File: src/motor_pkg.sv
// Purpose: Shared constants and carriers for the motor starter stop interlock.
// Assumes: 32-bit APB register access, byte addresses, one word per register.
// Notes:   Field layouts follow the packed struct order, most significant first.
package motor_pkg;

  // ************************************************************
  // Register map
  // ************************************************************
  localparam logic [7:0] OFF_CFG    = 8'h00;
  localparam logic [7:0] OFF_RATED  = 8'h04;
  localparam logic [7:0] OFF_STATUS = 8'h08;
  localparam logic [7:0] OFF_CTRL   = 8'h0C;
  localparam int unsigned CTRL_APPLY_POL = 0;   // Write 1 re-reads sensor polarity
  localparam logic [15:0] RATED_RESET    = 16'h0000;
  localparam int unsigned UL_SHIFT       = 2;   // Quarter of rated current

  // ************************************************************
  // Setting encodings
  // ************************************************************
  localparam logic [2:0] STOP_NONE  = 3'h1;
  localparam logic [2:0] STOP_CFG2  = 3'h2;
  localparam logic [2:0] STOP_CFG3  = 3'h3;
  localparam logic [2:0] STOP_CFG4  = 3'h4;
  localparam logic [1:0] UL_OFF     = 2'h0;
  localparam logic [1:0] UL_WARN    = 2'h1;
  localparam logic [1:0] UL_TRIP    = 2'h2;

  // ************************************************************
  // Carriers
  // ************************************************************
  typedef struct packed {
    logic [2:0] stop_config_select;
    logic       phase_order_select;
    logic [1:0] underload_response;
    logic       quickstop_enable;
    logic       sensor_a_polarity;
    logic       sensor_b_polarity;
  } cfg_t;
  localparam int unsigned CFG_W = $bits(cfg_t);
  localparam cfg_t CFG_RESET = '{stop_config_select: STOP_NONE, phase_order_select: 1'b0,
                                 underload_response: UL_OFF, quickstop_enable: 1'b0,
                                 sensor_a_polarity: 1'b0, sensor_b_polarity: 1'b0};

  typedef struct packed {
    logic auto_mode;
    logic underload_trip;
    logic underload_flag;
    logic stop_rev;
    logic stop_fwd;
    logic pol_b_active;
    logic pol_a_active;
    logic run_rev;
    logic run_fwd;
  } status_t;
  localparam int unsigned STATUS_W = $bits(status_t);

  // Fieldbus run command
  typedef struct packed {
    logic run_rev;
    logic run_fwd;
  } bus_cmd_t;

  // Local key switch and direction selector
  typedef struct packed {
    logic auto_mode;
    logic reset_pos;
    logic dir_forward;
    logic dir_reverse;
  } key_t;

  // Motor state, one-hot
  typedef enum logic [2:0] {
    ST_STOP = 3'b001,
    ST_FWD  = 3'b010,
    ST_REV  = 3'b100
  } motor_state_t;

endpackage

File: src/motor_stop_interlock.sv
// Purpose: Sensor stop interlock, restart logic, phase order and underload gate.
// Assumes: All inputs synchronous to clk_i; phase currents come in rated units.
// Notes:   rst_i stands for a power cycle; settings return to factory values.
//
// Functional notes
// Stop setting 1: sensors have no stopping function in any mode.
// Direct, setting 2: either sensor stops; manual restart on key reset rising edge.
// Direct, setting 3: sensor A stops only in automatic mode.
// Direct, setting 4: sensor A stops always; manual restart key reset, A inactive.
// Reversing, setting 2: sensor A stops both directions, automatic only.
// Reversing, setting 3: automatic, A stops forward, B stops reverse.
// Reversing, setting 4: A stops forward, B stops reverse, both modes.
// Forward stop: manual restart needs key reset with A idle, or reverse detour.
// Reverse stop: manual restart needs key reset with B idle, or forward detour.
// Automatic: restart only after the fieldbus run command changes.
// Phase order setting: 0 gives U-V-W, 1 gives U-W-V; default 0.
// Swap acts only at power output; logic and indicators stay forward.
// Direct starter ignores the phase order setting.
// Underload response: 0 off, 1 warning, 2 error with shutdown; default 0.
// Enabled underload flags any phase below a quarter of rated current.
// Quick-stop bus bit acts only when quick-stop enable is set; default 0.
// Quick-stop enabled: bit 0 obeys sensors, bit 1 ignores them.
// Quick-stop disabled: bus bit is disregarded entirely.
// Per-sensor polarity; 1 inverts; change applies only after a power cycle; the code loads it on a CTRL apply write, reset gives 0.
// Sensor stop drops run the next cycle and holds until restart allowed.
// Settings take factory defaults at reset and feed internal state.
`timescale 1ns/10ps
`default_nettype none

module motor_stop_interlock #(
  parameter int unsigned REVERSING = 1,   // 0 direct starter, 1 reversing starter
  parameter int unsigned CUR_W     = 16,  // Phase current width
  parameter int unsigned ADDR_W    = 8
) (
  // Clock and reset
  input  wire logic                    clk_i,
  input  wire logic                    rst_i,
  // APB slave
  input  wire logic                    psel_i,
  input  wire logic                    penable_i,
  input  wire logic                    pwrite_i,
  input  wire logic [ADDR_W-1:0]       paddr_i,
  input  wire logic [31:0]             pwdata_i,
  output logic [31:0]                  prdata_o,
  output logic                         pready_o,
  output logic                         pslverr_o,
  // Fieldbus and local operator inputs
  input  wire motor_pkg::bus_cmd_t     bus_cmd_i,
  input  wire logic                    quickstop_bus_bit_i,
  input  wire motor_pkg::key_t         key_i,
  // Sensors and phase currents
  input  wire logic                    sensor_in_a_i,
  input  wire logic                    sensor_in_b_i,
  input  wire logic [3*CUR_W-1:0]      phase_cur_i,
  // Power stage and indicators
  output logic                         power_run_o,
  output logic                         power_uwv_o,
  output logic                         ind_fwd_o,
  output logic                         ind_rev_o,
  output logic                         underload_o,
  output logic                         fault_o
);
  import motor_pkg::*;

  // ************************************************************
  // Elaboration checks
  // ************************************************************
  if (REVERSING > 1) begin : g_bad_variant
    $error("REVERSING must be 0 or 1");
  end
  if (CUR_W < 2 || CUR_W > 30) begin : g_bad_cur
    $error("CUR_W must lie between 2 and 30");
  end
  if (ADDR_W < 8) begin : g_bad_addr
    $error("ADDR_W must be at least 8");
  end

  localparam logic REV_EN = (REVERSING == 1);

  // ************************************************************
  // Registers
  // ************************************************************
  cfg_t              cfg_reg;
  logic [CUR_W-1:0]  rated_reg;
  logic              pol_a_reg;
  logic              pol_b_reg;
  motor_state_t      state_reg;
  motor_state_t      state_next;
  logic              stop_fwd_reg;
  logic              stop_rev_reg;
  logic              stop_fwd_next;
  logic              stop_rev_next;
  bus_cmd_t          bus_prev_reg;
  logic              key_reset_prev_reg;
  logic              ul_flag_reg;
  logic              ul_trip_reg;
  logic              power_run_reg;
  logic              power_uwv_reg;
  logic [31:0]       prdata_reg;

  // ************************************************************
  // APB decode
  // ************************************************************
  wire logic [7:0] addr_lo  = paddr_i[7:0];
  wire logic       hi_zero  = (paddr_i >> 8) == '0;
  wire logic       hit_cfg  = hi_zero && (addr_lo == OFF_CFG);
  wire logic       hit_rat  = hi_zero && (addr_lo == OFF_RATED);
  wire logic       hit_sts  = hi_zero && (addr_lo == OFF_STATUS);
  wire logic       hit_ctl  = hi_zero && (addr_lo == OFF_CTRL);
  wire logic       mapped   = hit_cfg || hit_rat || hit_sts || hit_ctl;
  wire logic       access   = psel_i && penable_i;
  wire logic       wr_ok    = access && pwrite_i && mapped;
  wire logic       apply_pol = wr_ok && hit_ctl && pwdata_i[CTRL_APPLY_POL];

  // No wait states; unmapped addresses error in the access phase
  assign pready_o  = 1'b1;
  assign pslverr_o = access && !mapped;
  assign prdata_o  = prdata_reg;

  status_t   status;
  logic [31:0] rd_mux;

  // Read selection; write-only CTRL reads as zero
  always_comb begin
    rd_mux = 32'h0000_0000;
    if (hit_cfg) begin
      rd_mux[CFG_W-1:0] = cfg_reg;
    end else if (hit_rat) begin
      rd_mux[CUR_W-1:0] = rated_reg;
    end else if (hit_sts) begin
      rd_mux[STATUS_W-1:0] = status;
    end
  end

  // Read data captured in the setup phase so it comes from a flop
  always_ff @(posedge clk_i) begin
    if (rst_i) begin
      prdata_reg <= 32'h0000_0000;
    end else if (psel_i && !penable_i) begin
      prdata_reg <= rd_mux;
    end
  end

  // Setting registers; factory values on reset
  always_ff @(posedge clk_i) begin
    if (rst_i) begin
      cfg_reg   <= CFG_RESET;
      rated_reg <= CUR_W'(RATED_RESET);
    end else if (wr_ok && hit_cfg) begin
      cfg_reg   <= cfg_t'(pwdata_i[CFG_W-1:0]);
    end else if (wr_ok && hit_rat) begin
      rated_reg <= pwdata_i[CUR_W-1:0];
    end
  end

  // Polarity holds until reset or a CTRL apply write; software change waits for apply
  always_ff @(posedge clk_i) begin
    if (rst_i) begin
      pol_a_reg <= CFG_RESET.sensor_a_polarity;
      pol_b_reg <= CFG_RESET.sensor_b_polarity;
    end else if (apply_pol) begin
      pol_a_reg <= cfg_reg.sensor_a_polarity;
      pol_b_reg <= cfg_reg.sensor_b_polarity;
    end
  end

  // ************************************************************
  // Sensor qualification
  // ************************************************************
  // Polarity, then quick-stop gate
  wire logic sa_q      = sensor_in_a_i ^ pol_a_reg;
  wire logic sb_q      = sensor_in_b_i ^ pol_b_reg;
  wire logic qs_ignore = cfg_reg.quickstop_enable && quickstop_bus_bit_i;
  wire logic live      = !qs_ignore;
  wire logic sa_live   = live && sa_q;
  wire logic sb_live   = live && sb_q;

  wire logic [2:0] sc   = cfg_reg.stop_config_select;
  wire logic is2        = (sc == STOP_CFG2);
  wire logic is3        = (sc == STOP_CFG3);
  wire logic is4        = (sc == STOP_CFG4);
  wire logic auto_m     = key_i.auto_mode;

  // Whether sensor stops apply in the present mode; setting 1 never applies
  wire logic applies_auto   = is2 || is3 || is4;
  wire logic applies_manual = REV_EN ? is4 : (is2 || is4);
  wire logic applies        = auto_m ? applies_auto : applies_manual;

  // Stop conditions per direction
  wire logic cond_fwd_dir = REV_EN ? sa_live
                                   : (is2 ? (sa_live || sb_live) : sa_live);
  wire logic cond_rev_dir = REV_EN && (is2 ? sa_live : sb_live);
  wire logic kill_fwd     = applies && cond_fwd_dir;
  wire logic kill_rev     = applies && cond_rev_dir;

  // ************************************************************
  // Restart conditions
  // ************************************************************
  wire logic bus_change = (bus_cmd_i != bus_prev_reg);
  wire logic key_rise   = key_i.reset_pos && !key_reset_prev_reg;

  // Manual release of a forward stop
  wire logic man_clr_fwd = REV_EN ? ((key_i.reset_pos && !sa_q) || key_i.dir_reverse)
                                  : (is2 ? key_rise
                                         : (key_i.reset_pos && !sa_q));
  // Manual release of a reverse stop
  wire logic man_clr_rev = (key_i.reset_pos && !sb_q) || key_i.dir_forward;
  wire logic clr_fwd     = auto_m ? bus_change : man_clr_fwd;
  wire logic clr_rev     = auto_m ? bus_change : man_clr_rev;

  // ************************************************************
  // Underload monitor
  // ************************************************************
  wire logic ul_en    = (cfg_reg.underload_response == UL_WARN) ||
                        (cfg_reg.underload_response == UL_TRIP);
  wire logic running  = (state_reg != ST_STOP);
  logic [2:0] below;

  // One comparator per phase: 4 * current below rated
  for (genvar p = 0; p < 3; p++) begin : g_phase
    wire logic [CUR_W+UL_SHIFT-1:0] scaled = {phase_cur_i[p*CUR_W +: CUR_W], {UL_SHIFT{1'b0}}};
    assign below[p] = scaled < {{UL_SHIFT{1'b0}}, rated_reg};
  end

  wire logic ul_now   = running && ul_en && (|below);
  wire logic ul_set   = ul_now && (cfg_reg.underload_response == UL_TRIP);

  // ************************************************************
  // Run request and state
  // ************************************************************
  wire logic man_ok    = !auto_m && !key_i.reset_pos;
  wire logic req_f     = auto_m ? bus_cmd_i.run_fwd : (man_ok && key_i.dir_forward);
  wire logic req_r_raw = auto_m ? bus_cmd_i.run_rev : (man_ok && key_i.dir_reverse);
  // Conflicting requests are treated as stop on the reversing variant
  wire logic want_fwd  = req_f && !(REV_EN && req_r_raw);
  wire logic want_rev  = REV_EN && req_r_raw && !req_f;
  wire logic trip_any  = ul_trip_reg || ul_set;
  wire logic ok_fwd    = want_fwd && !(stop_fwd_reg && applies) && !kill_fwd && !trip_any;
  wire logic ok_rev    = want_rev && !(stop_rev_reg && applies) && !kill_rev && !trip_any;

  // Next motor state; a qualified stop drops run at the next edge
  always_comb begin
    case (state_reg)
      ST_FWD: begin
        state_next = ok_fwd ? ST_FWD : (ok_rev ? ST_REV : ST_STOP);
      end
      ST_REV: begin
        state_next = ok_rev ? ST_REV : (ok_fwd ? ST_FWD : ST_STOP);
      end
      default: begin
        state_next = ok_fwd ? ST_FWD : (ok_rev ? ST_REV : ST_STOP);
      end
    endcase
  end

  // Stop latches; a new stop wins over a release in the same cycle
  always_comb begin
    stop_fwd_next = stop_fwd_reg;
    stop_rev_next = stop_rev_reg;
    if (clr_fwd) begin
      stop_fwd_next = 1'b0;
    end
    if (clr_rev) begin
      stop_rev_next = 1'b0;
    end
    if (state_reg == ST_FWD && kill_fwd) begin
      stop_fwd_next = 1'b1;
    end
    if (state_reg == ST_REV && kill_rev) begin
      stop_rev_next = 1'b1;
    end
  end

  // Power output order follows swapped field only on the reversing variant
  wire logic uwv_next = REV_EN && (cfg_reg.phase_order_select ^ (state_next == ST_REV));

  // Motor state and output registers
  always_ff @(posedge clk_i) begin
    if (rst_i) begin
      state_reg     <= ST_STOP;
      stop_fwd_reg  <= 1'b0;
      stop_rev_reg  <= 1'b0;
      power_run_reg <= 1'b0;
      power_uwv_reg <= 1'b0;
    end else begin
      state_reg     <= state_next;
      stop_fwd_reg  <= stop_fwd_next;
      stop_rev_reg  <= stop_rev_next;
      power_run_reg <= (state_next != ST_STOP);
      power_uwv_reg <= uwv_next;
    end
  end

  // Edge history; reset command value blocks a spurious change at start
  always_ff @(posedge clk_i) begin
    if (rst_i) begin
      bus_prev_reg       <= '0;
      key_reset_prev_reg <= 1'b0;
    end else begin
      bus_prev_reg       <= bus_cmd_i;
      key_reset_prev_reg <= key_i.reset_pos;
    end
  end

  // Underload flag follows the monitor; trip latch releases on key reset edge
  always_ff @(posedge clk_i) begin
    if (rst_i) begin
      ul_flag_reg <= 1'b0;
      ul_trip_reg <= 1'b0;
    end else begin
      ul_flag_reg <= ul_now;
      ul_trip_reg <= ul_set || (ul_trip_reg && !key_rise);
    end
  end

  // ************************************************************
  // Outputs and status
  // ************************************************************
  // Indicators keep the logical direction regardless of swap
  assign ind_fwd_o   = (state_reg == ST_FWD);
  assign ind_rev_o   = (state_reg == ST_REV);
  assign power_run_o = power_run_reg;
  assign power_uwv_o = power_uwv_reg;
  assign underload_o = ul_flag_reg;
  assign fault_o     = ul_trip_reg;

  assign status = '{auto_mode: auto_m, underload_trip: ul_trip_reg,
                    underload_flag: ul_flag_reg, stop_rev: stop_rev_reg,
                    stop_fwd: stop_fwd_reg, pol_b_active: pol_b_reg,
                    pol_a_active: pol_a_reg, run_rev: ind_rev_o, run_fwd: ind_fwd_o};
endmodule

`default_nettype wire

File: config.mk
export PLATFORM = sky130hd
export DESIGN_NAME = motor_stop_interlock
export DESIGN_NICKNAME = d
export VERILOG_FILES = /design/src/motor_pkg.sv /design/src/motor_stop_interlock.sv
export SDC_FILE = /design/constraint.sdc
export NUM_CORES = 1
export LEC_CHECK = 0
export BUFFER_PORTS_ARGS = -buffer_cell sky130_fd_sc_hd__buf_2
export CAP_MARGIN = 20
export CORE_MARGIN = 2
export CORE_UTILIZATION = 39
export CTS_BUF_LIST = sky130_fd_sc_hd__clkbuf_8
export DETAILED_ROUTE_END_ITERATION = 8
export GPL_ROUTABILITY_DRIVEN = 0
export GPL_TIMING_DRIVEN = 0
export PLACE_DENSITY = 0.67
export SLEW_MARGIN = 15
export SYNTH_ARGS = -nofsm -noshare
export SYNTH_HDL_FRONTEND = slang
export SYNTH_SLANG_ARGS = --single-unit
File: constraint.sdc
create_clock -name clk_i -period 4.2 [get_ports clk_i]
set_clock_uncertainty 0.15 [all_clocks]
set_input_delay 0 -clock clk_i [delete_from_list [all_inputs] [get_ports clk_i]]
set_output_delay 0 -clock clk_i [all_outputs]
set_load 0.01 [all_outputs]
# Word level (Yosys, flattened, before mapping)
# Index checks and enable logic that the tools add are counted.
dict set report classes {
  n_reduce_logical 67
  shifts 0
  add_sub_neg 0
  div_mod_pow 0
  bitwise 4
  n_mul 0
  order_cmp 3
  mux 20
  eq_ne 14
}
# op n
set op_table {}
lappend op_table {{< comparator 18 x 16 -> 1 bit} 3}
lappend op_table {{logical AND 1 bit} 36}
lappend op_table {{2-to-1 mux 9 bit} 3}
lappend op_table {{equality test 8 x 4 -> 1 bit, second input constant} 2}
lappend op_table {{logical NOT 1 bit} 16}
lappend op_table {{2-to-1 mux 7 bit} 2}
lappend op_table {{2-to-1 mux 3 bit} 4}
lappend op_table {{logical OR 1 bit} 10}
lappend op_table {{2-to-1 mux 1 bit} 10}
lappend op_table {{equality test 3 x 2 -> 1 bit, second input constant} 3}
lappend op_table {{equality test 3 bit, second input constant} 3}
lappend op_table {{equality test 8 x 3 -> 1 bit, second input constant} 1}
lappend op_table {{logical NOT 8 bit} 1}
lappend op_table {{inequality test 3 x 1 -> 1 bit, second input constant} 2}
lappend op_table {{nonzero test 2 bit} 2}
lappend op_table {{OR reduction 3 bit} 1}
lappend op_table {{bitwise XOR 1 bit} 3}
lappend op_table {{equality test 2 x 1 -> 1 bit, second input constant} 1}
lappend op_table {{equality test 2 bit, second input constant} 1}
lappend op_table {{2-to-1 mux 2 bit} 1}
lappend op_table {{inequality test 2 bit} 1}
lappend op_table {{AND reduction 2 bit} 1}
lappend op_table {{NOT 1 bit} 1}
dict set report word_totals {
  latch_bits 0
  ram_bits 0
  mem_count 0
  romBits 0
  register_bits 55
  word_cells 128
  output_inout_bits 40
  inputBits 102
}

# Logic depth before layout (Yosys ltp)
# Gate-level depths: netlist of run 1.
dict set report logic_depth {
  word_depth 14
  ltp_mapped 9
}

# Least setup slack after synthesis of run 1
# No wires, ideal clock.
dict set report synth_timing {
  kind {register to register}
  startpoint {register rated_reg[15]}
  endpoint {register power_uwv_reg, in the netlist power_uwv_o}
  period_less_slack_ns 2.369
  arrival_ns 2.096
  t_required_ns 3.927
  stages_incl_launch_ff 10
  slack_ns 1.831
  setup_time_ns 0.123
  cell_sequence {dfxtp_1 > inv_1 > ha_1 > nand4_1 > nor4_2 > nand3_1 > o21ai_1 > o311ai_2 > a311oi_1 > mux2_1}
}
dict set report synth_between {
  elab_chain_cells 12
  word_cells_on_any_way 17
}
# element line
set synth_lines {}
lappend synth_lines {{from (decl)} motor_stop_interlock.sv:84} ;# logic [CUR_W-1:0] rated_reg;
lappend synth_lines {{from (signal assigned)} motor_stop_interlock.sv:148} ;# rated_reg <= CUR_W'(RATED_RESET);
lappend synth_lines {{from (signal assigned)} motor_stop_interlock.sv:152} ;# rated_reg <= pwdata_i[CUR_W-1:0];
lappend synth_lines {{< comparator 18 x 16 -> 1 bit} motor_stop_interlock.sv:222} ;# assign below[p] = scaled < {{UL_SHIFT{1'b0}}, rated_reg};
lappend synth_lines {{OR reduction 3 bit (*)} motor_stop_interlock.sv:225} ;# wire logic ul_now = running && ul_en && (|below);
lappend synth_lines {{logical AND 1 bit (*)} motor_stop_interlock.sv:225}
lappend synth_lines {{logical AND 1 bit (*)} motor_stop_interlock.sv:226} ;# wire logic ul_set = ul_now && (cfg_reg.underload_response == UL_TRIP);
lappend synth_lines {{logical OR 1 bit (*)} motor_stop_interlock.sv:237} ;# wire logic trip_any = ul_trip_reg || ul_set;
lappend synth_lines {{logical NOT 1 bit (*)} {motor_stop_interlock.sv:238, motor_stop_interlock.sv:239}}
lappend synth_lines {{logical AND 1 bit, on equally long branches} {motor_stop_interlock.sv:239, motor_stop_interlock.sv:238}}
lappend synth_lines {{2-to-1 mux 3 bit or 2-to-1 mux 2 bit (tied branches)} {motor_stop_interlock.sv:245, motor_stop_interlock.sv:251, motor_stop_interlock.sv:248}}
lappend synth_lines {{2-to-1 mux 3 bit, on equally long branches} {motor_stop_interlock.sv:245, motor_stop_interlock.sv:251, motor_stop_interlock.sv:248}}
lappend synth_lines {{2-to-1 mux 3 bit (*)} -}
lappend synth_lines {{equality test 3 bit (*)} motor_stop_interlock.sv:275} ;# wire logic uwv_next = REV_EN && (cfg_reg.phase_order_select ^ (state_next == ST_REV));
lappend synth_lines {{bitwise XOR 1 bit (*)} motor_stop_interlock.sv:275}
lappend synth_lines {{to (signal assigned)} motor_stop_interlock.sv:290} ;# power_uwv_reg <= uwv_next;
lappend synth_lines {{to (decl)} motor_stop_interlock.sv:98} ;# logic power_uwv_reg;
# Mark *: on every way between the ends. The rest lies on a longest branch, timed or not.
# A chain may end at the register's enable or synchronous reset.

# Worst setup path in the final report of run 1
dict set report layout_timing {
  startpoint {register rated_reg[14]}
  endpoint {register power_uwv_reg, in the netlist power_uwv_o}
}
# Same word-level chain as after synthesis.

==> results.py, run 1 <==
metrics = {
    "sta": {
        "worst_pin_slew_ps": 793.9,
        "tns_ps": 0,
        "timing.slew.headroom_pct": 46.63,
        "report.final.slew_viol_count": 0,
        "holdWs_ps": 23.62,
        "min_period_ps": 2862,
        "fin_ws_ps": 1338,
        "clock.fmax_mhz": 349.4,
        "hold_viol_final": 0,
        "setup_violations": 0,
        "rsz0062_at_grt": "false",
        "finalCritPeriodShare_pct": 68.14,
    },
    "yosys": {
        "synth-edff-count": 0,
        "yosys.area_share.adder_pct": 15.89,
        "post-synth-top-count-cell": "nand2_1",
        "synth-main-ff-cell": "dfxtp_1",
        "synthSimpleGateAreaFrac_pct": 19.36,
        "syn_inst": 406,
        "yosysTopAreaCell": "dfxtp_1",
        "synth_mux_area_share_pct": 6.282,
        "synth_top_family_by_area": "simple AND/OR/NAND/NOR gates",
        "ys_ff_latch": 55,
        "syn_avg_cell_area_um2": 8.339,
        "ys_types": 45,
        "synthTopCellsByArea": "dfxtp_1 (33%), ha_1 (16%), nand2_1 (6.3%)",
        "yosys_warnings": 0,
        "synthTopCellsByCount": "nand2_1 (57), dfxtp_1 (55), ha_1 (43)",
        "async_flop_share_pct": 0,
        "synth_top_area_share_pct": 32.52,
        "seq_area_frac_synth_pct": 32.52,
        "syn-cell-area_mm2": 0.003386,
        "synth_compound_area_share_pct": 17.18,
        "synth_xor_area_share_pct": 1.035,
    },
    "worst_setup_path": {
        "crit_required_ps": 4260,
        "cp_slowest_cell": "nor4_1",
        "cp-start-kind": "flip-flop",
        "crit_arrival_ps": 2920,
        "path_delay_family": "simple AND/OR/NAND/NOR gates",
        "path_max_fanout": 3,
        "critPathMaxStageDelay_ps": 440,
        "critPathKind": "reg2reg",
        "critPathBufInv": 1,
        "worst_path_most_repeated_cell": "nand4_1",
        "worstPathCellList": "inv_1 > ha_1 > nand4_1 > nor4_1 > nand4_1 > o21ai_1 > o311ai_2 > a311oi_1 > mux2_1",
        "crit_path_end_kind": "flip-flop",
    },
    "clocking": {
        "numCtsBuffers": 5,
        "cts_tree": "built",
        "clock-sinks": 55,
        "clk_pin_slew_worst_paths_ps": 110,
        "cts_resized": 0,
        "clock_path_buffers": 2,
        "h-tree-depth": 2,
        "worst_skew_pair.late_latency_ps": 320,
        "root_buffer": "clkbuf_8",
    },
    "die": {
        "start_util_pct": 40.80,
        "boundaryPins": 142,
        "die_w_um": 97.18,
        "core_mm2": 0.008299,
        "die_height_um": 97.18,
        "die-area_mm2": 0.009443,
        "fp-row-count": 33,
    },
    "placement": {
        "hpwl_mm": 7.364,
        "pre_cts_ws_ps": 1444,
        "io_buffers": 106,
        "placed_cell_area_mm2": 0.004110,
    },
    "grt": {
        "antenna_found_initial": 0,
        "grt_pass1_vias": 3273,
        "grt_max_degree": 20,
        "grt_overflow_total": 0,
        "grt_pass1_wl_mm": 15.21,
        "track_usage_pct": 19.41,
    },
    "final_layout": {
        "diodes": 0,
        "n_fill_cell": 772,
        "drive_gt1_share_pct": 24.82,
        "utilization_pct": 54.17,
        "syn_to_final_growth_pct": 32.78,
        "num-nets-final": 708,
        "design_area_mm2": 0.004496,
    },
    "drt": {
        "wl_mm": 9.347,
        "postRouteAntennaNets": 0,
        "vias": 3447,
        "drt_iter0_markers": 192,
        "drt-vias-per-instance": 5.152,
        "drc": 0,
        "drt-wirelength-per-cell_um": 13.97,
        "firstDrtPassIters": 5,
    },
    "pwr": {
        "sw_frac_of_total_pct": 27.25,
        "seqPwrFrac_pct": 51.9,
        "p_leak_nw": 1.945,
        "p_clk_share_pct": 30.6,
        "power_frac_comb_pct": 17.5,
        "peakVddDrop_uv": 127.8,
        "power_switching_w": 0.0002769,
        "p_int_w": 0.0007392,
        "p_per_area_mw_per_mm2": 226.0,
    },
    "hold_path": {
        "hold_class": "in2reg",
    },
    "outcome": {
        "status": "finished clean",
    },
    "flow_run": {
        "max-cap-violations": 0,
    },
}
==> tightest hold or removal path: cells and delay by family <==
family / cells / cell delay [ps]
compound gates: 1 / 150
simple gates: 2 / 160
buf+inv: 1 / 140
==> cells in the final DEF, fill, tap and decap left out, drive strengths merged, types with 2 or more instances in the layout <==
cell,count
and3b,3
a211oi,3
a22oi,16
nor3b,3
nand3,8
nor4b,2
dfxtp,55
nor4,6
or3,2
nor2b,5
mux2,2
nor2,35
a211o,2
mux2i,19
a221oi,2
nor3,4
buf,125
and3,4
inv,19
o31ai,2
a221o,2
nand2b,2
a21o,4
o21ai,22
a21oi,34
nand4,5
dlygate4sd3,29
clkbuf,19
ha,43
conb,17
nand2,57
xnor2,4
a31oi,2
==> per-stage QoR <==
step / total power (W) / std cells
floorplan: 0.0006291 / 421
global placement: 0.0006939 / 632
detailed placement: 0.0006993 / 632
CTS: 0.001017 / 669
global route: 0.001057 / 669
finish: 0.001016 / 669
==> power groups by stage <==
stage               registers (W)  logic (W)  clock network, W
floorplan                0.000539  0.0000897                 0
global route             0.000528   0.000198          0.000331
CTS                      0.000527   0.000176          0.000313
global placement         0.000539   0.000155                 0
finish                   0.000527   0.000178          0.000311
detailed placement       0.000539   0.000160                 0
==> kinds of logic after synthesis <==
group	Yosys count
and+or+nand+nor	138
buffers and inverters	50
AOI/OAI and AO/OA	93
adders and majority gates	43
DFF	55
muxes	21
xor gates and xnor gates	4
other	2
==> layer usage <==
metal / wire (um) / part of all wire [%] / GRT usage (%) / vias up
li1: - / - / - / 1726
met1: 4295 / 46 / 25.57 / 1563
met2: 4303 / 46 / 32.69 / 147
met3: 623 / 6.7 / 3.165 / 11
met4: 123 / 1.3 / 5.742 / 0
met5: 0 / 0 / 0 / -
==> worst paths after layout <==
kind                      start             to  slack (ps)  depth (start not counted)
hold reg to reg   rated_reg[12]  rated_reg[12]         340                          2
hold / removal       paddr_i[3]    prdata_o[9]          20                          4
setup / recovery  rated_reg[14]    power_uwv_o        1340                          9
setup reg to reg  rated_reg[14]    power_uwv_o        1340                          9
==> layout make-up <==
type	count	area (um^2)	area share [%]
plain buffers	33	190.2	4.230
clock buffers	5	68.82	1.531
clock inverters	3	26.28	0.5845
inverters	17	63.81	1.419
multi-input cells	316	2093	46.56
flip-flops and latches	55	1101	24.49
well taps	105	131.4	2.922
repair buffers	135	820.8	18.26
==> timing repair <==
| item | in CTS | in global routing |
|---|---|---|
| hold buffers | 29 | 0 |
| endpoints found under the setup margin | 0 | 0 |
| endpoints found under the hold margin | 32 | 0 |
| buffers inserted | 0 | 0 |
Note: power is estimated with default switching activity, not from simulation.
==> run 2, diff against run 1 <==
clock period = 2.8 ns   (was 4.2 ns; I/O delays follow)
==> run 2 against run 1 <==
Net effect:
- first-iteration DRC count up 21%
- sequential cell count unchanged
- total power up 51%
- final cell count up 0.30%
- sequential power up 50%
- clock power up 50%
- global-route usage unchanged
- fmax up 6.2%
- die area unchanged
- register-to-register slack worse by 1200 ps
==> results.py, run 2 (same netlist as run 1, synthesis figures left out) <==
metrics = {
    "outcome": {
        "status": "finished clean",
    },
    "grt": {
        "track_usage_pct": 19.41,
        "grt_max_degree": 20,
        "grt_overflow_total": 0,
        "antenna_found_initial": 0,
        "grt_pass1_wl_mm": 15.21,
        "grt_pass1_vias": 3273,
    },
    "pwr": {
        "power_w": 0.001534,
        "p_leak_nw": 1.972,
        "peakVddDrop_uv": 189.3,
        "p_per_area_mw_per_mm2": 334.2,
    },
    "clocking": {
        "clk_pin_slew_worst_paths_ps": 110,
        "root_buffer": "clkbuf_8",
        "clock_path_buffers": 2,
        "cts_tree": "built",
        "numCtsBuffers": 5,
        "worst_skew_pair.late_latency_ps": 320,
        "clock-sinks": 55,
        "h-tree-depth": 2,
    },
    "sta": {
        "finalCritPeriodShare_pct": 96.24,
        "hold_viol_final": 0,
        "report.final.slew_viol_count": 0,
        "setup_violations": 0,
        "min_period_ps": 2695,
        "worst_pin_slew_ps": 789.6,
        "timing.slew.headroom_pct": 46.92,
        "clock.fmax_mhz": 371.1,
    },
    "worst_setup_path": {
        "cp_slowest_cell": "dfxtp_1",
        "crit_arrival_ps": 2760,
        "critPathKind": "reg2reg",
        "critPathBufInv": 2,
        "cp-start-kind": "flip-flop",
        "worstPathCellList": "inv_1 > ha_1 > nand4_1 > a211oi_1 > nor4_1 > nor3_1 > o311ai_2 > buf_4 > a311oi_2 > mux2_4",
        "path_delay_family": "compound AO/OA/AOI/OAI gates",
        "startpoint": "rated_reg[7]",
        "critPathMaxStageDelay_ps": 390,
        "crit_path_end_kind": "flip-flop",
        "r2r-start": "rated_reg[7]",
        "crit_required_ps": 2860,
        "path_max_fanout": 3,
    },
    "placement": {
        "dp.cells": 632,
        "hpwl_mm": 7.364,
        "io_buffers": 106,
    },
    "drt": {
        "firstDrtPassIters": 5,
        "top_layer_used": "met4",
        "drt-vias-per-instance": 5.213,
        "wl_mm": 9.605,
        "wl_met3_um": 563,
        "drc": 0,
        "postRouteAntennaNets": 0,
        "dr_wl_met2_mm": 4.474,
        "vias": 3498,
        "drt_iter0_markers": 232,
        "drt-wirelength-per-cell_um": 14.31,
        "drt-met1-wl_mm": 4.405,
    },
    "final_layout": {
        "utilization_pct": 55.33,
        "final_common_cell": "buf_2",
        "n_fill_cell": 760,
        "syn_to_final_growth_pct": 35.62,
        "diodes": 0,
        "final_cells": 671,
        "num-nets-final": 710,
        "drive_gt1_share_pct": 27.03,
        "most-common-layout-cells": "buf_2 (108), nand2_1 (57), dfxtp_1 (52), ha_1 (40), nor2_1 (35)",
    },
    "die": {
        "die_w_um": 97.18,
        "die_height_um": 97.18,
        "fp-row-count": 33,
        "core_mm2": 0.008299,
        "start_util_pct": 40.80,
        "die-area_mm2": 0.009443,
        "boundaryPins": 142,
    },
    "hold_path": {
        "worstHoldStart": "paddr_i[3]",
        "hold_class": "in2reg",
    },
    "flow_run": {
        "max-cap-violations": 0,
    },
}
run 2: metal layers:
layer / up-vias / track usage [%]
met4: 0 / 5.742
met1: 1613 / 25.57
li1: 1728 / -
met5: - / 0
met3: 16 / 3.165
met2: 141 / 32.69
run 2: timing repair:
item                                   CTS  global route
setup endpoints to repair                0             4
setup buffers                            0             2
resized for setup                        0            13
endpoints found under the hold margin   32             0
hold buffers                            29             0
run 2: final timing paths:
path                    to  slack, ps  cells past startpoint
max            power_uwv_o        110                     10
min reg2reg  rated_reg[14]        320                      2
max reg2reg    power_uwv_o        110                     10
min            prdata_o[9]         20                      4
run 2: stage by stage:
stage / instance area, um^2 / TNS, ps / hold slack, ps / worst slack [ps]
finish: 4592 / 0 / 22.90 / 105.3
global route: 4592 / -20.44 / 44.10 / -20.44
CTS: 4496 / 0 / 19.07 / 7.736
detailed placement: 4110 / 0 / 74.76 / 43.71
floorplan: 3442 / 0 / -32.14 / 431.0
global placement: 4104 / 0 / 72.95 / 22.15
run 2: layout make-up:
cell class / instances / area, um^2 / share of cell area (%)
clock inverter: 3 / 26.28 / 0.5722
timing repair buffer: 137 / 835.8 / 18.20
inverter: 17 / 63.81 / 1.390
clock buffer: 5 / 68.82 / 1.499
multi-input combinational: 316 / 2171 / 47.28
tap: 105 / 131.4 / 2.861
sequential: 55 / 1105 / 24.06
buffer: 33 / 190.2 / 4.142
run 2: report_power, final:
part           switching, W  internal [W]
Clock              0.000281      0.000185
Combinational      0.000137      0.000141
Sequential       0.00000274      0.000788
Total              0.000421       0.00111
run 2: worst reg2reg max path: cells and delay by family, from the launching register on:
kind	cells	cell delay, ps
AOI/OAI and AO/OA	3	670
and+or+nand+nor	3	450
DFF	1	390
muxes	1	330
adders and majority gates	1	310
buffers and inverters	2	290
